**config.mk**
```make
export PLATFORM = sky130hd
export DESIGN_NAME = las_serial_unit
export DESIGN_NICKNAME = d
export VERILOG_FILES = /design/src/las_pkg.sv /design/src/las_serial_unit.sv
export SDC_FILE = /design/constraint.sdc
export NUM_CORES = 1
export LEC_CHECK = 0
export ABC_AREA = 0
export BUFFER_PORTS_ARGS = -buffer_cell sky130_fd_sc_hd__buf_2
export CELL_PAD_IN_SITES_DETAIL_PLACEMENT = 0
export CELL_PAD_IN_SITES_GLOBAL_PLACEMENT = 1
export CORE_MARGIN = 2
export CORE_UTILIZATION = 29
export DETAILED_ROUTE_END_ITERATION = 6
export GPL_TIMING_DRIVEN = 1
export PLACE_DENSITY = 0.63
export SYNTH_ARGS = -nofsm -noshare
export SYNTH_HDL_FRONTEND = slang
export SYNTH_SLANG_ARGS = --single-unit
```
**constraint.sdc**
```tcl
create_clock -name sys_clk -period 5.6 [get_ports sys_clk]
set_clock_uncertainty 0.05 [all_clocks]
set_input_delay 0.56 -clock sys_clk [delete_from_list [all_inputs] [get_ports sys_clk]]
set_output_delay 0.56 -clock sys_clk [all_outputs]
set_load 0.05 [all_outputs]
```
**src/las_pkg.sv**
```systemverilog
// Register map, field positions, reset values and timing constants of the serial unit.
`default_nettype none
package las_pkg;
  // ==========================================================================
  // Register byte addresses
  localparam logic [4:0] A_MODE = 5'h00;
  localparam logic [4:0] A_LINE = 5'h04;
  localparam logic [4:0] A_CLK = 5'h08;
  localparam logic [4:0] A_DIV = 5'h0C;
  localparam logic [4:0] A_TXB = 5'h10;
  localparam logic [4:0] A_RXB = 5'h14;
  localparam logic [4:0] A_STAT = 5'h18;
  localparam logic [4:0] A_ROUTE = 5'h1C;
  // ==========================================================================
  // Field positions
  localparam int F_POWER = 7;
  localparam int F_TXE = 6;
  localparam int F_RXE = 5;
  localparam int F_PS = 3;
  localparam int F_CL = 2;
  localparam int F_SL = 1;
  localparam int F_BRKF = 7;
  localparam int F_BRKS = 6;
  localparam int F_BRKM = 5;
  localparam int F_BLEN = 2;
  localparam int F_MSB = 1;
  localparam int F_INV = 0;
  localparam int S_OVE = 2;
  localparam int S_PE = 3;
  localparam int S_FE = 4;
  localparam int R_PIN = 0;
  localparam int R_WAKE = 1;
  localparam int R_CAP = 2;
  // ==========================================================================
  // Reset values and codes
  localparam logic [7:0] MODE_RST = 8'h00;
  localparam logic [7:0] DIV_RST = 8'h10;
  localparam logic [7:0] BUF_RST = 8'hFF;
  localparam logic [3:0] CLK_RST = 4'h0;
  localparam logic [1:0] PAR_NONE = 2'h0;
  localparam logic [1:0] PAR_ZERO = 2'h1;
  localparam logic [1:0] PAR_ODD = 2'h2;
  // ==========================================================================
  // Timing counts, in bit times or base-clock ticks
  localparam logic [4:0] BRK_TX_BASE = 5'h0D;
  localparam logic [4:0] BRK_RX_MIN = 5'h0B;
  localparam logic [1:0] GAP_TICKS = 2'h2;
endpackage
`default_nettype wire

```
**src/las_serial_unit.sv**
```systemverilog
// Asynchronous serial unit with break send and detect, routing and stop mode.
//
// The address-and-strobe port and the register addresses were decided locally.
`default_nettype none
module las_serial_unit (
  input wire logic sys_clk,
  input wire logic rst,
  input wire logic clk_run,
  input wire logic [4:0] reg_addr,
  input wire logic [7:0] reg_wdata,
  input wire logic reg_wr,
  input wire logic reg_rd,
  output logic [7:0] reg_rdata,
  input wire logic serial_rx_in_a,
  input wire logic serial_rx_in_b,
  output logic serial_tx_out_a,
  output logic serial_tx_out_b,
  output logic tx_done_event,
  output logic rx_done_event,
  output logic break_rx_event,
  output logic ext_wakeup_irq,
  output logic timer_capture_input
);
  typedef enum logic [6:0] {
    TX_IDLE = 7'b000_0001, TX_START = 7'b000_0010, TX_DATA = 7'b000_0100,
    TX_PAR = 7'b000_1000, TX_STOP = 7'b001_0000, TX_BRK = 7'b010_0000,
    TX_GAP = 7'b100_0000
  } las_tx_st_t;
  typedef enum logic [5:0] {
    RX_IDLE = 6'b00_0001, RX_START = 6'b00_0010, RX_DATA = 6'b00_0100,
    RX_PAR = 6'b00_1000, RX_STOP = 6'b01_0000, RX_BRK = 6'b10_0000
  } las_rx_st_t;

  // ==========================================================================
  // Shared decoding
  function automatic logic par_of(input logic [7:0] d, input logic [1:0] ps);
    if (ps == las_pkg::PAR_ZERO) par_of = 1'b0;
    else if (ps == las_pkg::PAR_ODD) par_of = ~^d;
    else par_of = ^d;
  endfunction

  logic [7:0] mode_ff, line_ctl_ff, div_ff, txb_ff, rxb_ff, rdata_ff;
  logic [3:0] clk_sel_ff;
  logic [2:0] route_ff;
  logic [15:0] pre_cnt_ff;
  logic txe_s_ff, rxe_s_ff, txb_full_ff, rx_full_ff, brk_req_ff, brk_flag_ff;
  logic ove_ff, pe_ff, fe_ff, ev_ove_ff, ev_pe_ff, ev_fe_ff, ev_load_ff;
  las_tx_st_t tx_st_ff;
  las_rx_st_t rx_st_ff;
  logic [7:0] tx_cnt_ff, rx_cnt_ff, tx_sh_ff, rx_sh_ff;
  logic [4:0] tx_bits_ff, rx_bits_ff;
  logic tx_line_ff, tx_par_ff, rx_par_ff;
  logic s1_ff, s2_ff, s3_ff, rx_line_ff, rx_prev_ff;

  wire power = mode_ff[las_pkg::F_POWER];
  wire urst = rst || !power;
  wire [1:0] ps = mode_ff[las_pkg::F_PS +: 2];
  wire cl8 = mode_ff[las_pkg::F_CL];
  wire msb = line_ctl_ff[las_pkg::F_MSB];
  wire brk_mode = line_ctl_ff[las_pkg::F_BRKM];
  wire [4:0] nbits = cl8 ? 5'h08 : 5'h07;
  wire [15:0] pre_lim = ~(16'hFFFF << clk_sel_ff);
  wire base_tick = power && ((pre_cnt_ff & pre_lim) == pre_lim);
  wire [7:0] kk = (div_ff == 8'h00) ? 8'h01 : div_ff;
  wire tx_end = base_tick && (tx_cnt_ff >= kk - 8'h01);
  wire rx_end = base_tick && (rx_cnt_ff >= kk - 8'h01);
  wire rx_mid = base_tick && (rx_cnt_ff >= {1'b0, kk[7:1]});
  wire tx_load = txe_s_ff && ((tx_st_ff == TX_IDLE && !brk_req_ff && txb_full_ff)
    || (tx_st_ff == TX_GAP && base_tick && tx_cnt_ff[1:0] == las_pkg::GAP_TICKS - 2'h1));
  wire brk_take = txe_s_ff && tx_st_ff == TX_IDLE && brk_req_ff;
  wire [7:0] tx_mask = cl8 ? 8'hFF : (msb ? 8'hFE : 8'h7F);
  wire [7:0] tx_nsh = msb ? {tx_sh_ff[6:0], 1'b1} : {1'b1, tx_sh_ff[7:1]};
  wire tx_nbit = msb ? tx_nsh[7] : tx_nsh[0];
  wire [7:0] rx_val = cl8 ? rx_sh_ff
    : (msb ? {rx_sh_ff[6:0], 1'b0} : {1'b0, rx_sh_ff[7:1]});
  wire wr_hit_txb = reg_wr && reg_addr == las_pkg::A_TXB;
  wire rd_hit_rxb = reg_rd && reg_addr == las_pkg::A_RXB;

  // ==========================================================================
  // Base clock prescaler and enable synchronisers
  // Select 0 with divider 80 gives 625 kbps from the 50 MHz clock.
  always_ff @(posedge sys_clk) begin
    if (urst) pre_cnt_ff <= 16'h0000;
    else if (clk_run) pre_cnt_ff <= pre_cnt_ff + 16'h0001;
  end

  // Enables only move on a base tick, so a quick clear-set can be missed.
  always_ff @(posedge sys_clk) begin
    if (urst) begin
      txe_s_ff <= 1'b0;
      rxe_s_ff <= 1'b0;
    end else if (clk_run && base_tick) begin
      txe_s_ff <= mode_ff[las_pkg::F_TXE];
      rxe_s_ff <= mode_ff[las_pkg::F_RXE];
    end
  end

  // ==========================================================================
  // Register writes
  always_ff @(posedge sys_clk) begin
    if (rst) begin
      mode_ff <= las_pkg::MODE_RST;
      line_ctl_ff <= 8'h00;
      clk_sel_ff <= las_pkg::CLK_RST;
      div_ff <= las_pkg::DIV_RST;
      route_ff <= 3'h0;
      txb_ff <= las_pkg::BUF_RST;
    end else if (clk_run && reg_wr) begin
      case (reg_addr)
        las_pkg::A_MODE: mode_ff <= reg_wdata;
        las_pkg::A_LINE: line_ctl_ff <= {2'b00, reg_wdata[5:0]};
        las_pkg::A_CLK: clk_sel_ff <= reg_wdata[3:0];
        las_pkg::A_DIV: div_ff <= reg_wdata;
        las_pkg::A_TXB: txb_ff <= reg_wdata;
        las_pkg::A_ROUTE: route_ff <= reg_wdata[2:0];
        default: ;
      endcase
    end
  end

  // Status flags: hardware set wins over a software clear in the same cycle.
  always_ff @(posedge sys_clk) begin
    if (urst) begin
      txb_full_ff <= 1'b0;
      rx_full_ff <= 1'b0;
      brk_req_ff <= 1'b0;
      brk_flag_ff <= 1'b0;
      ove_ff <= 1'b0;
      pe_ff <= 1'b0;
      fe_ff <= 1'b0;
    end else if (clk_run) begin
      if (wr_hit_txb) txb_full_ff <= 1'b1;
      else if (tx_load) txb_full_ff <= 1'b0;
      if (ev_load_ff) rx_full_ff <= 1'b1;
      else if (rd_hit_rxb) rx_full_ff <= 1'b0;
      if (reg_wr && reg_addr == las_pkg::A_LINE && reg_wdata[las_pkg::F_BRKS]) brk_req_ff <= 1'b1;
      else if (brk_take) brk_req_ff <= 1'b0;
      if (break_rx_event) brk_flag_ff <= 1'b1;
      else if (reg_wr && reg_addr == las_pkg::A_LINE && reg_wdata[las_pkg::F_BRKF])
        brk_flag_ff <= 1'b0;
      if (ev_ove_ff) ove_ff <= 1'b1;
      else if (reg_wr && reg_addr == las_pkg::A_STAT && reg_wdata[las_pkg::S_OVE]) ove_ff <= 1'b0;
      if (ev_pe_ff) pe_ff <= 1'b1;
      else if (reg_wr && reg_addr == las_pkg::A_STAT && reg_wdata[las_pkg::S_PE]) pe_ff <= 1'b0;
      if (ev_fe_ff) fe_ff <= 1'b1;
      else if (reg_wr && reg_addr == las_pkg::A_STAT && reg_wdata[las_pkg::S_FE]) fe_ff <= 1'b0;
    end
  end

  // ==========================================================================
  // Register reads: data stand only in the cycle after the strobe.
  always_ff @(posedge sys_clk) begin
    if (rst) rdata_ff <= 8'h00;
    else if (clk_run) begin
      rdata_ff <= 8'h00;
      if (reg_rd) begin
        case (reg_addr)
          las_pkg::A_MODE: rdata_ff <= mode_ff;
          las_pkg::A_LINE: rdata_ff <= {brk_flag_ff, brk_req_ff || tx_st_ff == TX_BRK,
            line_ctl_ff[5:0]};
          las_pkg::A_CLK: rdata_ff <= {4'h0, clk_sel_ff};
          las_pkg::A_DIV: rdata_ff <= div_ff;
          las_pkg::A_TXB: rdata_ff <= txb_ff;
          las_pkg::A_RXB: rdata_ff <= rxb_ff;
          las_pkg::A_STAT: rdata_ff <= {2'b00, rx_full_ff, fe_ff, pe_ff, ove_ff, txb_full_ff,
            tx_st_ff != TX_IDLE};
          las_pkg::A_ROUTE: rdata_ff <= {5'h00, route_ff};
          default: rdata_ff <= 8'h00;
        endcase
      end
    end
  end
  assign reg_rdata = rdata_ff;

  // ==========================================================================
  // Transmitter
  always_ff @(posedge sys_clk) begin
    if (urst || !txe_s_ff) begin
      tx_st_ff <= TX_IDLE;
      tx_cnt_ff <= 8'h00;
      tx_bits_ff <= 5'h00;
      tx_sh_ff <= las_pkg::BUF_RST;
      tx_line_ff <= 1'b1;
      tx_par_ff <= 1'b0;
      tx_done_event <= 1'b0;
    end else if (clk_run) begin
      tx_done_event <= 1'b0;
      if (base_tick) tx_cnt_ff <= tx_cnt_ff + 8'h01;
      case (tx_st_ff)
        TX_IDLE: begin
          if (brk_take) begin
            tx_st_ff <= TX_BRK;
            tx_line_ff <= 1'b0;
            tx_cnt_ff <= 8'h00;
            tx_bits_ff <= 5'h00;
          end else if (tx_load) begin
            tx_st_ff <= TX_START;
            tx_sh_ff <= txb_ff;
            tx_par_ff <= par_of(txb_ff & tx_mask, ps);
            tx_line_ff <= 1'b0;
            tx_cnt_ff <= 8'h00;
          end
        end
        TX_START: if (tx_end) begin
          tx_st_ff <= TX_DATA;
          tx_line_ff <= msb ? tx_sh_ff[7] : tx_sh_ff[0];
          tx_bits_ff <= 5'h01;
          tx_cnt_ff <= 8'h00;
        end
        TX_DATA: if (tx_end) begin
          tx_cnt_ff <= 8'h00;
          tx_sh_ff <= tx_nsh;
          if (tx_bits_ff == nbits) begin
            tx_bits_ff <= 5'h00;
            tx_st_ff <= (ps == las_pkg::PAR_NONE) ? TX_STOP : TX_PAR;
            tx_line_ff <= (ps == las_pkg::PAR_NONE) ? 1'b1 : tx_par_ff;
          end else begin
            tx_bits_ff <= tx_bits_ff + 5'h01;
            tx_line_ff <= tx_nbit;
          end
        end
        TX_PAR: if (tx_end) begin
          tx_st_ff <= TX_STOP;
          tx_line_ff <= 1'b1;
          tx_cnt_ff <= 8'h00;
        end
        TX_BRK: if (tx_end) begin
          tx_cnt_ff <= 8'h00;
          if (tx_bits_ff == las_pkg::BRK_TX_BASE + {2'b00, line_ctl_ff[las_pkg::F_BLEN +: 3]}
              - 5'h01) begin
            tx_st_ff <= TX_STOP;
            tx_line_ff <= 1'b1;
            tx_bits_ff <= 5'h00;
          end else tx_bits_ff <= tx_bits_ff + 5'h01;
        end
        TX_STOP: if (tx_end) begin
          tx_cnt_ff <= 8'h00;
          if (mode_ff[las_pkg::F_SL] && tx_bits_ff == 5'h00) tx_bits_ff <= 5'h01;
          else begin
            tx_done_event <= 1'b1;
            tx_st_ff <= txb_full_ff ? TX_GAP : TX_IDLE;
          end
        end
        TX_GAP: if (tx_load) begin
          tx_st_ff <= TX_START;
          tx_sh_ff <= txb_ff;
          tx_par_ff <= par_of(txb_ff & tx_mask, ps);
          tx_line_ff <= 1'b0;
          tx_cnt_ff <= 8'h00;
        end
        default: tx_st_ff <= TX_IDLE;
      endcase
    end
  end

  // ==========================================================================
  // Pins: receive input passes three flops; a change counts when two agree.
  always_ff @(posedge sys_clk) begin
    if (urst) begin
      s1_ff <= 1'b1;
      s2_ff <= 1'b1;
      s3_ff <= 1'b1;
      rx_line_ff <= 1'b1;
      rx_prev_ff <= 1'b1;
      serial_tx_out_a <= 1'b1;
      serial_tx_out_b <= 1'b1;
      ext_wakeup_irq <= 1'b1;
      timer_capture_input <= 1'b1;
    end else if (clk_run) begin
      s1_ff <= route_ff[las_pkg::R_PIN] ? serial_rx_in_b : serial_rx_in_a;
      s2_ff <= s1_ff;
      s3_ff <= s2_ff;
      if (s2_ff == s3_ff) rx_line_ff <= s3_ff;
      rx_prev_ff <= rx_line_ff;
      // The idle pair stays high so a second transceiver sees no traffic.
      serial_tx_out_a <= route_ff[las_pkg::R_PIN] ? 1'b1
        : tx_line_ff ^ line_ctl_ff[las_pkg::F_INV];
      serial_tx_out_b <= route_ff[las_pkg::R_PIN] ? tx_line_ff ^ line_ctl_ff[las_pkg::F_INV]
        : 1'b1;
      ext_wakeup_irq <= route_ff[las_pkg::R_WAKE] ? rx_line_ff : 1'b1;
      timer_capture_input <= route_ff[las_pkg::R_CAP] ? rx_line_ff : 1'b1;
    end
  end

  // ==========================================================================
  // Receiver
  always_ff @(posedge sys_clk) begin
    if (urst || !rxe_s_ff) begin
      rx_st_ff <= RX_IDLE;
      rx_cnt_ff <= 8'h00;
      rx_bits_ff <= 5'h00;
      rx_sh_ff <= las_pkg::BUF_RST;
      rx_par_ff <= 1'b1;
      rx_done_event <= 1'b0;
      break_rx_event <= 1'b0;
      {ev_ove_ff, ev_pe_ff, ev_fe_ff, ev_load_ff} <= 4'h0;
      if (urst) rxb_ff <= las_pkg::BUF_RST;
    end else if (clk_run) begin
      rx_done_event <= 1'b0;
      break_rx_event <= 1'b0;
      {ev_ove_ff, ev_pe_ff, ev_fe_ff, ev_load_ff} <= 4'h0;
      if (base_tick) rx_cnt_ff <= rx_cnt_ff + 8'h01;
      case (rx_st_ff)
        RX_IDLE: if (rx_prev_ff && !rx_line_ff) begin
          rx_st_ff <= RX_START;
          rx_cnt_ff <= 8'h00;
          rx_sh_ff <= las_pkg::BUF_RST;
        end
        RX_START: if (rx_mid) begin
          rx_cnt_ff <= 8'h00;
          rx_bits_ff <= 5'h01;
          if (rx_line_ff) rx_st_ff <= RX_IDLE;
          else rx_st_ff <= brk_mode ? RX_BRK : RX_DATA;
        end
        RX_DATA: if (rx_end) begin
          rx_cnt_ff <= 8'h00;
          rx_sh_ff <= msb ? {rx_sh_ff[6:0], rx_line_ff} : {rx_line_ff, rx_sh_ff[7:1]};
          if (rx_bits_ff == nbits) rx_st_ff <= (ps == las_pkg::PAR_NONE) ? RX_STOP : RX_PAR;
          else rx_bits_ff <= rx_bits_ff + 5'h01;
        end
        RX_PAR: if (rx_end) begin
          rx_cnt_ff <= 8'h00;
          rx_par_ff <= (ps == las_pkg::PAR_ZERO) || (rx_line_ff == par_of(rx_val, ps));
          rx_st_ff <= RX_STOP;
        end
        RX_STOP: if (rx_end) begin
          rx_st_ff <= RX_IDLE;
          rx_done_event <= 1'b1;
          ev_fe_ff <= !rx_line_ff;
          ev_pe_ff <= !rx_par_ff;
          ev_ove_ff <= rx_full_ff;
          // An overrun keeps the older unread byte.
          if (!rx_full_ff) begin
            rxb_ff <= rx_val;
            ev_load_ff <= 1'b1;
          end
          rx_par_ff <= 1'b1;
        end
        RX_BRK: if (rx_end) begin
          rx_cnt_ff <= 8'h00;
          if (rx_line_ff) begin
            rx_st_ff <= RX_IDLE;
            break_rx_event <= (rx_bits_ff >= las_pkg::BRK_RX_MIN);
          end else if (rx_bits_ff != 5'h1F) rx_bits_ff <= rx_bits_ff + 5'h01;
        end
        default: rx_st_ff <= RX_IDLE;
      endcase
    end
  end
endmodule
`default_nettype wire

```
==> flow_summary.html, run 1 <==
<table>
<tr><th>Metric</th><th>Value</th></tr>
<tr><th colspan="2">Critical path</th></tr>
<tr><td>CP Launch Type</td><td>flip-flop</td></tr>
<tr><td>Worst path arrival time</td><td>4640 ps</td></tr>
<tr><td>Critical Setup Path Class</td><td>flip-flop to flip-flop</td></tr>
<tr><td>Max Fanout on Critical Path</td><td>8</td></tr>
<tr><td>Crit end category</td><td>flip-flop</td></tr>
<tr><td>Endpoint required time on the critical path</td><td>5600 ps</td></tr>
<tr><th colspan="2">Floorplan</th></tr>
<tr><td>Floorplan row count</td><td>62</td></tr>
<tr><td>Die area</td><td>30600 sq um</td></tr>
<tr><td>Standard cell core area</td><td>28800 sq um</td></tr>
<tr><td>Die Span X</td><td>175 um</td></tr>
<tr><td>Count of boundary I/O pins</td><td>35</td></tr>
<tr><td>Effective utilization at floorplan</td><td>29.5%</td></tr>
<tr><td>Die outline height</td><td>175 um</td></tr>
<tr><th colspan="2">Cells and area</th></tr>
<tr><td>Layout area overhead</td><td>13.5%</td></tr>
<tr><td>Most frequent standard cell in the layout excluding fill and tap cells</td><td>sky130_fd_sc_hd__dfxtp_1</td></tr>
<tr><td>Count of inserted antenna diode cells</td><td>0</td></tr>
<tr><td>Post-route cell area</td><td>9630 sq um</td></tr>
<tr><td>Proportion of layout cells with a drive suffix above 1</td><td>10.2%</td></tr>
<tr><td>Leading cell types in the layout, fill and taps excluded</td><td>sky130_fd_sc_hd__dfxtp_1, sky130_fd_sc_hd__nor2_1, sky130_fd_sc_hd__nand2_1</td></tr>
<tr><td>Net total in the final layout</td><td>1068</td></tr>
<tr><th colspan="2">Detailed routing</th></tr>
<tr><td>Count of vias placed by the detailed router</td><td>7514</td></tr>
<tr><td>Number of iterations in the first detailed-routing pass</td><td>5</td></tr>
<tr><td>Final routed wirelength across all metal layers</td><td>26600 um</td></tr>
<tr><td>Wire per inst</td><td>18.8 um</td></tr>
<tr><td>Remaining antenna violation count after routing</td><td>0</td></tr>
<tr><td>Detailed-route DRC error count</td><td>0</td></tr>
<tr><td>DRT iter0 DRCs</td><td>534</td></tr>
<tr><td>Number of vias per cell after detailed routing</td><td>5.30</td></tr>
<tr><th colspan="2">CTS</th></tr>
<tr><td>H-tree Lvls</td><td>4</td></tr>
<tr><td>Root buf cell</td><td>sky130_fd_sc_hd__clkbuf_16</td></tr>
<tr><td>Maximum buffer depth of the clock tree</td><td>2</td></tr>
<tr><td>Number of buffers inserted by hold repair at cts</td><td>0</td></tr>
<tr><td>Setup fix buffers added after clock tree synthesis</td><td>0</td></tr>
<tr><td>CTS tree</td><td>yes</td></tr>
<tr><td>Worst-Skew Late Latency</td><td>440 ps</td></tr>
<tr><td>Number of sinks driven by the clock tree</td><td>151</td></tr>
<tr><td>PostCTS Resize Cnt</td><td>0</td></tr>
<tr><td>Clk slew on worst S/H paths</td><td>70 ps</td></tr>
<tr><td>Inserted Clock Buffers</td><td>17</td></tr>
<tr><th colspan="2">Placement</th></tr>
<tr><td>Final HPWL from detailed placement</td><td>19100 um</td></tr>
<tr><td>I/O Buffers</td><td>34</td></tr>
<tr><td>Placed inst area</td><td>9050 sq um</td></tr>
<tr><td>Global placer's final weighted congestion</td><td>0.849</td></tr>
<tr><td>Post-Place Setup Slack</td><td>999 ps</td></tr>
<tr><th colspan="2">Global routing</th></tr>
<tr><td>GR Util All Layers</td><td>17.5%</td></tr>
<tr><td>Global-route wire length before repair</td><td>41600 um</td></tr>
<tr><td>Initial antenna violation count</td><td>0</td></tr>
<tr><td>Maximum number of pins on one net before global-route repair</td><td>48</td></tr>
<tr><td>Global route overflow</td><td>0</td></tr>
<tr><td>Number of global-route vias before repair</td><td>6983</td></tr>
<tr><th colspan="2">Timing</th></tr>
<tr><td>Unrepaired setup endpoints after global routing</td><td>false</td></tr>
<tr><td>Worst Setup Slack, final</td><td>957 ps</td></tr>
<tr><td>Hold Worst Slack</td><td>393 ps</td></tr>
<tr><td>Final count of pins violating max slew</td><td>0</td></tr>
<tr><td>Slew margin rel.</td><td>21.9%</td></tr>
<tr><td>Number of setup violations in the final report</td><td>0</td></tr>
<tr><td>Final hold viol count</td><td>0</td></tr>
<tr><td>Accumulated negative setup slack</td><td>0 ps</td></tr>
<tr><td>Worst Max-Slew Pin Slew</td><td>1170 ps</td></tr>
<tr><td>Final critical path time including I/O delays and setup</td><td>4640 ps</td></tr>
<tr><td>Ratio of final minimum period to clock period</td><td>82.9%</td></tr>
<tr><td>Max Fclk</td><td>215 MHz</td></tr>
<tr><th colspan="2">Synth</th></tr>
<tr><td>Number of synthesized flops with an enable pin</td><td>8</td></tr>
<tr><td>Synth Instances</td><td>1003</td></tr>
<tr><td>Post-synth top flop</td><td>sky130_fd_sc_hd__dfxtp_1</td></tr>
<tr><td>Syn Nets</td><td>1051</td></tr>
<tr><td>Yosys warning count</td><td>0</td></tr>
<tr><td>Post-synthesis average cell area</td><td>8.46 sq um</td></tr>
<tr><td>Number of flip-flops and latches in the synthesized netlist</td><td>151</td></tr>
<tr><td>Synthesized cell area</td><td>8480 sq um</td></tr>
<tr><td>Number of distinct library cell variants in the gate-level netlist after synthesis</td><td>73</td></tr>
<tr><td>Sequential cell area fraction in the yosys report</td><td>36.6%</td></tr>
<tr><td>Share of synthesized registers carrying an async set or reset</td><td>0%</td></tr>
<tr><th colspan="2">Run status</th></tr>
<tr><td>Status</td><td>complete, no violations</td></tr>
<tr><th colspan="2">Pwr</th></tr>
<tr><td>Power per Cell Area</td><td>240 nW/um^2</td></tr>
<tr><td>Leakage component of the power</td><td>0.00324 uW</td></tr>
<tr><td>Maximum resistive drop on vdd</td><td>0.126 mV</td></tr>
<tr><td>Power Total</td><td>2310 uW</td></tr>
<tr><th colspan="2">Run</th></tr>
<tr><td>Maximum capacitance violations</td><td>0</td></tr>
<tr><th colspan="2">Hold path</th></tr>
<tr><td>Path type of the worst min-delay path</td><td>input port to flip-flop</td></tr>
</table>
-- layout make-up --
cell class	instances	area (sq um)
fill	3023	19100
multi-input combinational	779	5110
sequential	151	3100
tap	384	480
clock buffer	18	439
timing repair buffer	48	275
clock inverter	14	140
inverter	23	86.3
-- worst max-delay path, cell delays in order, from the launching register on --
cell                       delay [ps]
sky130_fd_sc_hd__dfxtp_1          380
sky130_fd_sc_hd__nor4_1           460
sky130_fd_sc_hd__a31oi_1          270
sky130_fd_sc_hd__ha_1             280
sky130_fd_sc_hd__xnor2_1          160
sky130_fd_sc_hd__ha_1             310
sky130_fd_sc_hd__a21o_1           100
sky130_fd_sc_hd__a31oi_1           40
sky130_fd_sc_hd__o21ai_0          370
sky130_fd_sc_hd__a21boi_0         360
sky130_fd_sc_hd__o21ai_0          210
sky130_fd_sc_hd__nand2_1          190
sky130_fd_sc_hd__nand3_1          200
sky130_fd_sc_hd__o21ai_0          880
-- power breakdown --
group / leakage, uW / internal [uW] / switching [uW]
Sequential: 0.00122 / 1080 / 2.66
Clock: 0.000283 / 602 / 544
Combinational: 0.00174 / 22.7 / 53.4
-- metrics by stage --
stage | instances | util, %
CTS | 1417 | 33.5
finish | 1417 | 33.5
detailed placement | 1385 | 31.5
floorplan | 1003 | -
global route | 1417 | 33.5
global placement | 1385 | 31.5
-- Yosys cell counts, drive strengths merged (13+ instances only) --
master,n,area share [%]
nand2,98,4.3
nor2,120,5.3
clkbuf,42,1.9
o21ai,46,2.8
a211oi,17,1.6
and3,16,1.2
dfxtp,143,34
and2,13,0.97
xor2,25,2.6
nor3,25,1.5
inv,23,1.0
nand2b,13,0.96
xnor2,29,3.0
nand3,34,2.0
ha,28,4.1
mux2i,55,6.5
a22oi,16,1.5
a211o,14,1.5
a21oi,52,3.1
-- routing by layer --
layer / up-vias / part of all wire, % / global-route usage (%) / routed length (um)
met3: 20 / 4.0 / 3.07 / 1060
met5: - / 0 / 0 / 0
li1: 3700 / - / - / -
met1: 3632 / 48 / 23.9 / 12800
met2: 162 / 47 / 28.4 / 12400
met4: 0 / 1.3 / 4.58 / 353
-- state kept, by name, indices dropped and copies added, names as in the netlist, 3 cells and up --
register	count
txb_ff	8
rx_sh_ff	8
pre_cnt_ff	15
div_ff	8
tx_st_ff	7
clk_sel_ff	4
rxb_ff	8
rx_cnt_ff	8
route_ff	3
rx_st_ff	6
tx_cnt_ff	8
tx_sh_ff	8
rx_bits_ff	5
tx_bits_ff	5
line_ctl_ff	6
reg_rdata	8
mode_ff	8
-- final timing paths --
check | slack (ps) | startpoint | to | cells after the start
hold reg to reg | 410 | reg_rdata[1]$_SDFFE_PP0P_ | reg_rdata[1]$_SDFFE_PP0P_ | 2
hold / removal | 390 | reg_wdata[7] | txb_ff[7]$_SDFFE_PP1P_ | 2
setup reg to reg | 960 | div_ff[2]$_SDFFE_PP0P_ | rxb_ff[0]$_SDFFCE_PN1P_ | 13
setup / recovery | 960 | div_ff[2]$_SDFFE_PP0P_ | rxb_ff[0]$_SDFFCE_PN1P_ | 13
-- cells by family (layout without fill, tap and decap cells) --
logic type | after synthesis | in the layout | synth area share (%)
compound gates | 243 | 243 | 20.4
fa+ha+maj | 28 | 28 | 4.13
flops | 151 | 151 | 36.6
xor+xnor | 54 | 54 | 5.57
simple gates | 392 | 392 | 22.5
buf+inv | 73 | 103 | 3.38
mux | 62 | 62 | 7.42
(Power assumes the default switching activity.)
==> run 2, diff against run 1 <==
--- a/config.mk
+++ b/config.mk
@@ -5,7 +5,7 @@
 export SDC_FILE = /design/constraint.sdc
 export NUM_CORES = 1
 export LEC_CHECK = 0
-export ABC_AREA = 0
+export ABC_AREA = 1
 export BUFFER_PORTS_ARGS = -buffer_cell sky130_fd_sc_hd__buf_2
 export CELL_PAD_IN_SITES_DETAIL_PLACEMENT = 0
 export CELL_PAD_IN_SITES_GLOBAL_PLACEMENT = 1
@@ -13,7 +13,7 @@
 export CORE_UTILIZATION = 29
 export DETAILED_ROUTE_END_ITERATION = 6
 export GPL_TIMING_DRIVEN = 1
-export PLACE_DENSITY = 0.63
+export PLACE_DENSITY = 0.65
 export SYNTH_ARGS = -nofsm -noshare
 export SYNTH_HDL_FRONTEND = slang
 export SYNTH_SLANG_ARGS = --single-unit
==> constraint.sdc (replaced) <==
create_clock -name sys_clk -period 4.6 [get_ports sys_clk]
set_clock_uncertainty 0.05 [all_clocks]
set_input_delay 0.46 -clock sys_clk [delete_from_list [all_inputs] [get_ports sys_clk]]
set_output_delay 0.46 -clock sys_clk [all_outputs]
set_load 0.05 [all_outputs]
==> flow_summary.html, run 2 <==
<table>
<tr><th>Metric</th><th>Value</th></tr>
<tr><th colspan="2">CTS</th></tr>
<tr><td>Maximum buffer depth of the clock tree</td><td>2</td></tr>
<tr><td>Inserted Clock Buffers</td><td>17</td></tr>
<tr><td>H-tree Lvls</td><td>4</td></tr>
<tr><td>Number of buffers inserted by hold repair at cts</td><td>0</td></tr>
<tr><td>CTS tree</td><td>yes</td></tr>
<tr><td>Setup fix buffers added after clock tree synthesis</td><td>0</td></tr>
<tr><td>Number of sinks driven by the clock tree</td><td>151</td></tr>
<tr><td>Root buf cell</td><td>sky130_fd_sc_hd__clkbuf_16</td></tr>
<tr><td>PostCTS Resize Cnt</td><td>0</td></tr>
<tr><td>Worst-Skew Late Latency</td><td>430 ps</td></tr>
<tr><td>Clk slew on worst S/H paths</td><td>70 ps</td></tr>
<tr><th colspan="2">Detailed routing</th></tr>
<tr><td>Remaining antenna violation count after routing</td><td>0</td></tr>
<tr><td>DRT iter0 DRCs</td><td>603</td></tr>
<tr><td>Detailed-route DRC error count</td><td>0</td></tr>
<tr><td>Count of vias placed by the detailed router</td><td>7921</td></tr>
<tr><td>Wire per inst</td><td>16.1 um</td></tr>
<tr><td>Final routed wirelength across all metal layers</td><td>26500 um</td></tr>
<tr><td>Number of iterations in the first detailed-routing pass</td><td>5</td></tr>
<tr><td>Number of vias per cell after detailed routing</td><td>4.81</td></tr>
<tr><th colspan="2">Cells and area</th></tr>
<tr><td>Most frequent standard cell in the layout excluding fill and tap cells</td><td>sky130_fd_sc_hd__nand2_1</td></tr>
<tr><td>Top register by number of flip-flops</td><td>pre_cnt_ff</td></tr>
<tr><td>Proportion of layout cells with a drive suffix above 1</td><td>9.97%</td></tr>
<tr><td>Net total in the final layout</td><td>1299</td></tr>
<tr><td>Leading cell types in the layout, fill and taps excluded</td><td>sky130_fd_sc_hd__nand2_1, sky130_fd_sc_hd__dfxtp_1, sky130_fd_sc_hd__nor2_1</td></tr>
<tr><td>Largest register FFs</td><td>15</td></tr>
<tr><td>Layout area overhead</td><td>13.1%</td></tr>
<tr><td>Count of inserted antenna diode cells</td><td>0</td></tr>
<tr><th colspan="2">Synth</th></tr>
<tr><td>Area fraction in compound gates after synthesis</td><td>18.5%</td></tr>
<tr><td>Sequential cell area fraction in the yosys report</td><td>36.2%</td></tr>
<tr><td>Synthesized cell area</td><td>8580 sq um</td></tr>
<tr><td>Adder-cell area share of the yosys netlist</td><td>4.08%</td></tr>
<tr><td>Number of synthesized flops with an enable pin</td><td>8</td></tr>
<tr><td>Number of distinct library cell variants in the gate-level netlist after synthesis</td><td>57</td></tr>
<tr><td>Most used standard cell by instance count after synthesis</td><td>sky130_fd_sc_hd__nand2_1</td></tr>
<tr><td>Most area-consuming cells after synthesis</td><td>sky130_fd_sc_hd__dfxtp_1, sky130_fd_sc_hd__nand2_1, sky130_fd_sc_hd__a21oi_1</td></tr>
<tr><td>Cell types with the highest counts after synthesis</td><td>sky130_fd_sc_hd__nand2_1, sky130_fd_sc_hd__dfxtp_1, sky130_fd_sc_hd__nor2_1</td></tr>
<tr><td>Largest family of logic cells by synthesized area</td><td>simple AND/OR/NAND/NOR gates</td></tr>
<tr><td>Share of synthesized registers carrying an async set or reset</td><td>0%</td></tr>
<tr><td>Synth Instances</td><td>1228</td></tr>
<tr><td>Yosys warning count</td><td>0</td></tr>
<tr><td>Syn Nets</td><td>1276</td></tr>
<tr><td>Number of flip-flops and latches in the synthesized netlist</td><td>151</td></tr>
<tr><td>Area share of the largest cell type after synthesis</td><td>33.4%</td></tr>
<tr><td>XOR/XNOR share of the synthesized area</td><td>3.68%</td></tr>
<tr><td>Basic-gate share of the synthesized area counting and, or, nand and nor cells</td><td>28.8%</td></tr>
<tr><td>Proportion of synthesized area in mux cells</td><td>0%</td></tr>
<tr><td>Most area-hungry cell type in the Yosys netlist</td><td>sky130_fd_sc_hd__dfxtp_1</td></tr>
<tr><td>Post-synth top flop</td><td>sky130_fd_sc_hd__dfxtp_1</td></tr>
<tr><td>Post-synthesis average cell area</td><td>6.98 sq um</td></tr>
<tr><th colspan="2">Floorplan</th></tr>
<tr><td>Floorplan row count</td><td>62</td></tr>
<tr><td>Count of boundary I/O pins</td><td>35</td></tr>
<tr><td>Die Span X</td><td>176 um</td></tr>
<tr><td>Die outline height</td><td>176 um</td></tr>
<tr><td>Standard cell core area</td><td>28900 sq um</td></tr>
<tr><td>Effective utilization at floorplan</td><td>29.6%</td></tr>
<tr><td>Die area</td><td>31000 sq um</td></tr>
<tr><th colspan="2">Critical path</th></tr>
<tr><td>Worst r2r dst</td><td>tx_bits_ff[4]$_SDFFE_PP0P_</td></tr>
<tr><td>Worst path arrival time</td><td>3720 ps</td></tr>
<tr><td>CP Launch Type</td><td>flip-flop</td></tr>
<tr><td>Setup crit end</td><td>tx_bits_ff[4]$_SDFFE_PP0P_</td></tr>
<tr><td>Crit end category</td><td>flip-flop</td></tr>
<tr><td>Endpoint required time on the critical path</td><td>4880 ps</td></tr>
<tr><td>Critical Setup Path Class</td><td>flip-flop to flip-flop</td></tr>
<tr><td>Reg2reg start</td><td>div_ff[2]$_SDFFE_PP0P_</td></tr>
<tr><td>Reg2Reg Depth</td><td>22</td></tr>
<tr><td>Register-to-register setup slack</td><td>1170 ps</td></tr>
<tr><td>Critical path origin</td><td>div_ff[2]$_SDFFE_PP0P_</td></tr>
<tr><td>Max Fanout on Critical Path</td><td>11</td></tr>
<tr><th colspan="2">Pwr</th></tr>
<tr><td>Leakage component of the power</td><td>0.00378 uW</td></tr>
<tr><td>Power per Cell Area</td><td>296 nW/um^2</td></tr>
<tr><td>Maximum resistive drop on vdd</td><td>0.155 mV</td></tr>
<tr><th colspan="2">Timing</th></tr>
<tr><td>Worst Max-Slew Pin Slew</td><td>1010 ps</td></tr>
<tr><td>Final count of pins violating max slew</td><td>0</td></tr>
<tr><td>Final critical path time including I/O delays and setup</td><td>3430 ps</td></tr>
<tr><td>Accumulated negative setup slack</td><td>0 ps</td></tr>
<tr><td>Worst Setup Slack, final</td><td>1170 ps</td></tr>
<tr><td>Unrepaired setup endpoints after global routing</td><td>false</td></tr>
<tr><td>Number of setup violations in the final report</td><td>0</td></tr>
<tr><td>Final hold viol count</td><td>0</td></tr>
<tr><td>Slew margin rel.</td><td>32.6%</td></tr>
<tr><td>Max Fclk</td><td>291 MHz</td></tr>
<tr><td>Ratio of final minimum period to clock period</td><td>74.7%</td></tr>
<tr><th colspan="2">Global routing</th></tr>
<tr><td>GR Util All Layers</td><td>17.5%</td></tr>
<tr><td>Global route overflow</td><td>0</td></tr>
<tr><td>Number of global-route vias before repair</td><td>7461</td></tr>
<tr><td>Maximum number of pins on one net before global-route repair</td><td>31</td></tr>
<tr><td>Global-route wire length before repair</td><td>42100 um</td></tr>
<tr><td>Initial antenna violation count</td><td>0</td></tr>
<tr><th colspan="2">Placement</th></tr>
<tr><td>Final HPWL from detailed placement</td><td>19900 um</td></tr>
<tr><td>Post-Place Setup Slack</td><td>1190 ps</td></tr>
<tr><td>Global placer's final weighted congestion</td><td>0.864</td></tr>
<tr><td>I/O Buffers</td><td>34</td></tr>
<tr><th colspan="2">Hold path</th></tr>
<tr><td>Path type of the worst min-delay path</td><td>input port to flip-flop</td></tr>
<tr><th colspan="2">Run</th></tr>
<tr><td>Maximum capacitance violations</td><td>0</td></tr>
<tr><th colspan="2">Run status</th></tr>
<tr><td>Status</td><td>complete, no violations</td></tr>
</table>
[run 2: cell count changes in the layout (fill, tap and decap cells not counted), moves of 15 or more]
cell	change
sky130_fd_sc_hd__a21oi_1	+56
sky130_fd_sc_hd__nand3_1	+41
sky130_fd_sc_hd__inv_1	+118
sky130_fd_sc_hd__nand2_1	+146
sky130_fd_sc_hd__nor2_1	+22
sky130_fd_sc_hd__mux2i_1	-55
sky130_fd_sc_hd__and3_1	-15
sky130_fd_sc_hd__o21ai_0	+61
sky130_fd_sc_hd__xnor2_1	-19
sky130_fd_sc_hd__o21ai_1	+19
[run 2: layout make-up]
class	instances	area, sq um
fillers	3160	19200
inverters	153	579
clock inverters	15	169
clock buffers	17	425
well taps	384	480
flip-flops and latches	151	3100
repair buffers	40	215
multi-input cells	888	4730
[run 2: layer usage]
layer  share of wire [%]  GRT usage, %
met2                  44          27.4
met1                  51          24.7
met5                   0             0
met3                 3.2          2.73
met4                 1.6          5.58
[run 2: metrics by stage]
stage	area [sq um]	hold slack, ps	power, uW	util [%]	cells
3_3_place_gp	9100	394	1450	31.5	1616
6_report	9700	226	2870	33.5	1648
2_1_floorplan	8580	376	1410	-	1228
5_1_grt	9700	247	2970	33.5	1648
3_5_place_dp	9100	395	1450	31.5	1616
4_1_cts	9700	219	2900	33.5	1648
[run 2: power breakdown]
| group | switching (uW) | internal (uW) | leakage, uW |
|---|---|---|---|
| clock network | 639 | 814 | 0.000290 |
| logic | 68.6 | 25.0 | 0.00227 |
| registers | 3.22 | 1320 | 0.00122 |
| total | 710 | 2160 | 0.00378 |
[run 2: how the worst min path moves through the flow]
stage / startpoint / endpoint / slack (ps) / depth (start not counted)
final: reg_wdata[2] / txb_ff[2]$_SDFFE_PP1P_ / 230 / 3
after global routing: reg_wdata[2] / txb_ff[2]$_SDFFE_PP1P_ / 250 / 3
after CTS: reg_wdata[3] / txb_ff[3]$_SDFFE_PP1P_ / 220 / 3
after detailed placement: rx_par_ff$_SDFFE_PN1P_ / rx_par_ff$_SDFFE_PN1P_ / 390 / 2
after global placement: rx_par_ff$_SDFFE_PN1P_ / rx_par_ff$_SDFFE_PN1P_ / 390 / 2
after floorplan: rx_par_ff$_SDFFE_PN1P_ / rx_par_ff$_SDFFE_PN1P_ / 380 / 2
[run 2: kinds of logic (layout without fill, tap and decap cells)]
group | after synthesis | in the layout
DFF | 151 | 151
xor gates and xnor gates | 36 | 36
adders and majority gates | 28 | 28
and+or+nand+nor | 537 | 537
buffers and inverters | 189 | 225
AOI/OAI and AO/OA | 287 | 287
[run 2: critical path, cell delays in order, from the launching register on]
cell                      delay (ps)
sky130_fd_sc_hd__dfxtp_1         370
sky130_fd_sc_hd__inv_1           130
sky130_fd_sc_hd__nand2_1         100
sky130_fd_sc_hd__nor2_2           50
sky130_fd_sc_hd__a21oi_1         310
sky130_fd_sc_hd__ha_1            340
sky130_fd_sc_hd__ha_1            280
sky130_fd_sc_hd__nand2_1          50
sky130_fd_sc_hd__nand2_1          50
sky130_fd_sc_hd__nand2_1          40
sky130_fd_sc_hd__nand2_1          50
sky130_fd_sc_hd__nand2_1          40
sky130_fd_sc_hd__nand2_1          50
sky130_fd_sc_hd__nand2_1          40
sky130_fd_sc_hd__nand3_1          60
sky130_fd_sc_hd__nand2_1          50
sky130_fd_sc_hd__nand2_1          90
sky130_fd_sc_hd__nand2_4         100
sky130_fd_sc_hd__a21oi_2         410
sky130_fd_sc_hd__nor2b_2         460
sky130_fd_sc_hd__nand2_1         110
sky130_fd_sc_hd__nand2_1          80
sky130_fd_sc_hd__nor2_1           40
==> run 3, diff against run 2 <==
--- a/config.mk
+++ b/config.mk
@@ -13,7 +13,7 @@
 export CORE_UTILIZATION = 29
 export DETAILED_ROUTE_END_ITERATION = 6
 export GPL_TIMING_DRIVEN = 1
-export PLACE_DENSITY = 0.65
+export PLACE_DENSITY = 0.67
 export SYNTH_ARGS = -nofsm -noshare
 export SYNTH_HDL_FRONTEND = slang
 export SYNTH_SLANG_ARGS = --single-unit
==> constraint.sdc (replaced) <==
create_clock -name sys_clk -period 3 [get_ports sys_clk]
set_clock_uncertainty 0.05 [all_clocks]
set_input_delay 0.3 -clock sys_clk [delete_from_list [all_inputs] [get_ports sys_clk]]
set_output_delay 0.3 -clock sys_clk [all_outputs]
set_load 0.05 [all_outputs]
==> flow_summary.html, run 3 (synthesized netlist as in run 2, its figures left out) <==
<table>
<tr><th>Metric</th><th>Value</th></tr>
<tr><th colspan="2">Pwr</th></tr>
<tr><td>Switching power</td><td>1020 uW</td></tr>
<tr><td>Leakage component of the power</td><td>0.00395 uW</td></tr>
<tr><td>Portion of total power attributed to combinational logic</td><td>3.2%</td></tr>
<tr><td>Share of total power in the clock network</td><td>53.1%</td></tr>
<tr><td>Part of the power in registers</td><td>43.6%</td></tr>
<tr><td>Power per Cell Area</td><td>464 nW/um^2</td></tr>
<tr><td>Maximum resistive drop on vdd</td><td>0.266 mV</td></tr>
<tr><td>Fraction of power spent switching nets</td><td>22.0%</td></tr>
<tr><td>Int Pwr</td><td>3620 uW</td></tr>
<tr><th colspan="2">Timing</th></tr>
<tr><td>Max Fclk</td><td>357 MHz</td></tr>
<tr><td>Ratio of final minimum period to clock period</td><td>93.3%</td></tr>
<tr><td>Final hold viol count</td><td>0</td></tr>
<tr><td>Number of setup violations in the final report</td><td>0</td></tr>
<tr><td>Worst Setup Slack, final</td><td>202 ps</td></tr>
<tr><td>Worst Max-Slew Pin Slew</td><td>1070 ps</td></tr>
<tr><td>Hold Worst Slack</td><td>60.3 ps</td></tr>
<tr><td>Final count of pins violating max slew</td><td>0</td></tr>
<tr><td>Slew margin rel.</td><td>28.4%</td></tr>
<tr><td>Accumulated negative setup slack</td><td>0 ps</td></tr>
<tr><td>Final critical path time including I/O delays and setup</td><td>2800 ps</td></tr>
<tr><th colspan="2">Critical path</th></tr>
<tr><td>Worst r2r dst</td><td>rxb_ff[5]$_SDFFCE_PN1P_</td></tr>
<tr><td>Max Fanout on Critical Path</td><td>8</td></tr>
<tr><td>Crit path largest cell delay</td><td>340 ps</td></tr>
<tr><td>Cell breakdown of the critical path</td><td>inv_2, nand2_1, nor2_2, a21oi_2, buf_4, nand3_1, xor2_1, ha_1, nand2_1, nand2_1, nand2_1, nand3_1, nand2_1, nand2_2, nand2_4, nor3_4, nand2_1, o21ai_2, buf_6</td></tr>
<tr><td>CP Launch Type</td><td>flip-flop</td></tr>
<tr><td>Critical Setup Path Class</td><td>flip-flop to flip-flop</td></tr>
<tr><td>Critical path's slowest cell</td><td>sky130_fd_sc_hd__dfxtp_1</td></tr>
<tr><td>Reg2reg start</td><td>div_ff[3]$_SDFFE_PP0P_</td></tr>
<tr><td>Reg2Reg Depth</td><td>19</td></tr>
<tr><td>CP dominant cell by count</td><td>sky130_fd_sc_hd__nand2_1</td></tr>
<tr><td>Register-to-register setup slack</td><td>200 ps</td></tr>
<tr><td>Endpoint required time on the critical path</td><td>3090 ps</td></tr>
<tr><td>Crit end category</td><td>flip-flop</td></tr>
<tr><td>Worst path arrival time</td><td>2890 ps</td></tr>
<tr><th colspan="2">CTS</th></tr>
<tr><td>Root buf cell</td><td>sky130_fd_sc_hd__clkbuf_16</td></tr>
<tr><td>Number of sinks driven by the clock tree</td><td>151</td></tr>
<tr><td>Clk slew on worst S/H paths</td><td>60 ps</td></tr>
<tr><td>Number of buffers inserted by hold repair at cts</td><td>0</td></tr>
<tr><td>Worst-Skew Late Latency</td><td>430 ps</td></tr>
<tr><td>Inserted Clock Buffers</td><td>17</td></tr>
<tr><td>CTS tree</td><td>yes</td></tr>
<tr><td>Maximum buffer depth of the clock tree</td><td>2</td></tr>
<tr><td>H-tree Lvls</td><td>4</td></tr>
<tr><th colspan="2">Cells and area</th></tr>
<tr><td>Number of fill cells in the layout</td><td>3141</td></tr>
<tr><td>Layout area overhead</td><td>16.8%</td></tr>
<tr><td>Count of inserted antenna diode cells</td><td>0</td></tr>
<tr><td>Post-layout utilization of the core</td><td>34.6%</td></tr>
<tr><td>Largest register FFs</td><td>15</td></tr>
<tr><td>Most frequent standard cell in the layout excluding fill and tap cells</td><td>sky130_fd_sc_hd__nand2_1</td></tr>
<tr><td>Proportion of layout cells with a drive suffix above 1</td><td>12.2%</td></tr>
<tr><td>Net total in the final layout</td><td>1326</td></tr>
<tr><td>Post-route cell area</td><td>10000 sq um</td></tr>
<tr><td>Top register by number of flip-flops</td><td>pre_cnt_ff</td></tr>
<tr><td>Leading cell types in the layout, fill and taps excluded</td><td>sky130_fd_sc_hd__nand2_1, sky130_fd_sc_hd__nor2_1, sky130_fd_sc_hd__dfxtp_1</td></tr>
<tr><th colspan="2">Floorplan</th></tr>
<tr><td>Count of boundary I/O pins</td><td>35</td></tr>
<tr><td>Die outline height</td><td>176 um</td></tr>
<tr><td>Floorplan row count</td><td>62</td></tr>
<tr><td>Effective utilization at floorplan</td><td>29.6%</td></tr>
<tr><td>Standard cell core area</td><td>28900 sq um</td></tr>
<tr><td>Die area</td><td>31000 sq um</td></tr>
<tr><td>Die Span X</td><td>176 um</td></tr>
<tr><th colspan="2">Detailed routing</th></tr>
<tr><td>Wire per inst</td><td>15.7 um</td></tr>
<tr><td>Number of vias per cell after detailed routing</td><td>4.83</td></tr>
<tr><td>Number of iterations in the first detailed-routing pass</td><td>6</td></tr>
<tr><td>Metal-1 WL</td><td>12900 um</td></tr>
<tr><td>Count of vias placed by the detailed router</td><td>8097</td></tr>
<tr><td>Remaining antenna violation count after routing</td><td>0</td></tr>
<tr><td>Detailed route wirelength on metal3</td><td>721 um</td></tr>
<tr><td>Final routed wirelength across all metal layers</td><td>26300 um</td></tr>
<tr><td>Met2 wirelength from detailed routing</td><td>12000 um</td></tr>
<tr><td>Uppermost signal routing layer after detailed routing</td><td>met4</td></tr>
<tr><td>Detailed-route DRC error count</td><td>0</td></tr>
<tr><td>DRT iter0 DRCs</td><td>502</td></tr>
<tr><th colspan="2">Hold path</th></tr>
<tr><td>Hold Path Stages</td><td>3</td></tr>
<tr><td>Path type of the worst min-delay path</td><td>input port to flip-flop</td></tr>
<tr><td>Source of the worst hold timing path</td><td>reg_wdata[3]</td></tr>
<tr><td>Hold endpoint</td><td>txb_ff[3]$_SDFFE_PP1P_</td></tr>
<tr><th colspan="2">Global routing</th></tr>
<tr><td>Global-route wire length before repair</td><td>41300 um</td></tr>
<tr><td>GR Util All Layers</td><td>17.1%</td></tr>
<tr><td>Global route overflow</td><td>0</td></tr>
<tr><td>Number of global-route vias before repair</td><td>7471</td></tr>
<tr><td>Maximum number of pins on one net before global-route repair</td><td>31</td></tr>
<tr><td>Initial antenna violation count</td><td>0</td></tr>
<tr><th colspan="2">Placement</th></tr>
<tr><td>Post-Place Setup Slack</td><td>56.4 ps</td></tr>
<tr><td>Placed inst area</td><td>9290 sq um</td></tr>
<tr><td>Global placer's final weighted congestion</td><td>0.881</td></tr>
<tr><td>I/O Buffers</td><td>34</td></tr>
<tr><td>Final HPWL from detailed placement</td><td>20000 um</td></tr>
<tr><th colspan="2">Run status</th></tr>
<tr><td>Status</td><td>complete, no violations</td></tr>
<tr><th colspan="2">Run</th></tr>
<tr><td>Maximum capacitance violations</td><td>0</td></tr>
</table>
-- run 3: cell types whose count changed in the layout (fill, tap and decap cells not counted), sizes merged --
cell | previous run | this run
bufinv | 2 | 5
clkinvlp | 1 | 2
nor2 | 152 | 153
buf | 40 | 66
clkinv | 6 | 1
inv | 159 | 155
clkbuf | 17 | 22
-- run 3: cell type report --
class | instances | area [sq um] | share of cell area [%]
multi-input combinational | 889 | 4780 | 47.7
sequential | 151 | 3100 | 31.0
inverter | 153 | 579 | 5.78
tap | 384 | 480 | 4.80
clock buffer | 22 | 475 | 4.75
timing repair buffer | 66 | 414 | 4.13
clock inverter | 10 | 189 | 1.89
-- run 3: worst max-delay path by stage --
stage | startpoint | end | slack (ps) | cells past startpoint
floorplan | div_ff[3]$_SDFFE_PP0P_ | rxb_ff[0]$_SDFFCE_PN1P_ | 80 | 20
global placement | div_ff[3]$_SDFFE_PP0P_ | rxb_ff[3]$_SDFFCE_PN1P_ | 90 | 21
detailed placement | div_ff[3]$_SDFFE_PP0P_ | rxb_ff[3]$_SDFFCE_PN1P_ | 60 | 21
CTS | div_ff[3]$_SDFFE_PP0P_ | rxb_ff[5]$_SDFFCE_PN1P_ | 40 | 21
global route | div_ff[3]$_SDFFE_PP0P_ | tx_cnt_ff[0]$_SDFFE_PP0P_ | -20 | 19
finish | div_ff[3]$_SDFFE_PP0P_ | rxb_ff[5]$_SDFFCE_PN1P_ | 200 | 19
-- run 3: critical path: cells and delay by family, from the launching register on --
family                     cells  cell delay (ps)
AOI/OAI and AO/OA              2              330
xor gates and xnor gates       1              180
adders and majority gates      1              280
buffers and inverters          3              350
DFF                            1              340
and+or+nand+nor               12              960
-- run 3: timing repair --
item	CTS	global route
buffers inserted	0	2
gates resized for setup	0	10
endpoints found under the setup margin	0	61
-- run 3: power groups by stage --
stage	logic [uW]	clock network, uW	registers (uW)
2_1_floorplan	82.1	0	2070
3_3_place_gp	149	0	2070
3_5_place_dp	149	0	2070
4_1_cts	150	2500	2030
5_1_grt	165	2590	2030
6_report	151	2470	2030
-- run 3: routing by layer --
metal | track usage (%) | vias to the layer above
li1 | - | 4181
met1 | 23.1 | 3747
met2 | 27.8 | 134
met3 | 2.73 | 35
met4 | 6.20 | 0
met5 | 0 | -
-- run 3: through the flow --
stage / power, uW / std cells
3_3_place_gp: 2220 / 1640
4_1_cts: 4680 / 1672
3_5_place_dp: 2220 / 1640
5_1_grt: 4780 / 1675
6_report: 4650 / 1675
2_1_floorplan: 2150 / 1228
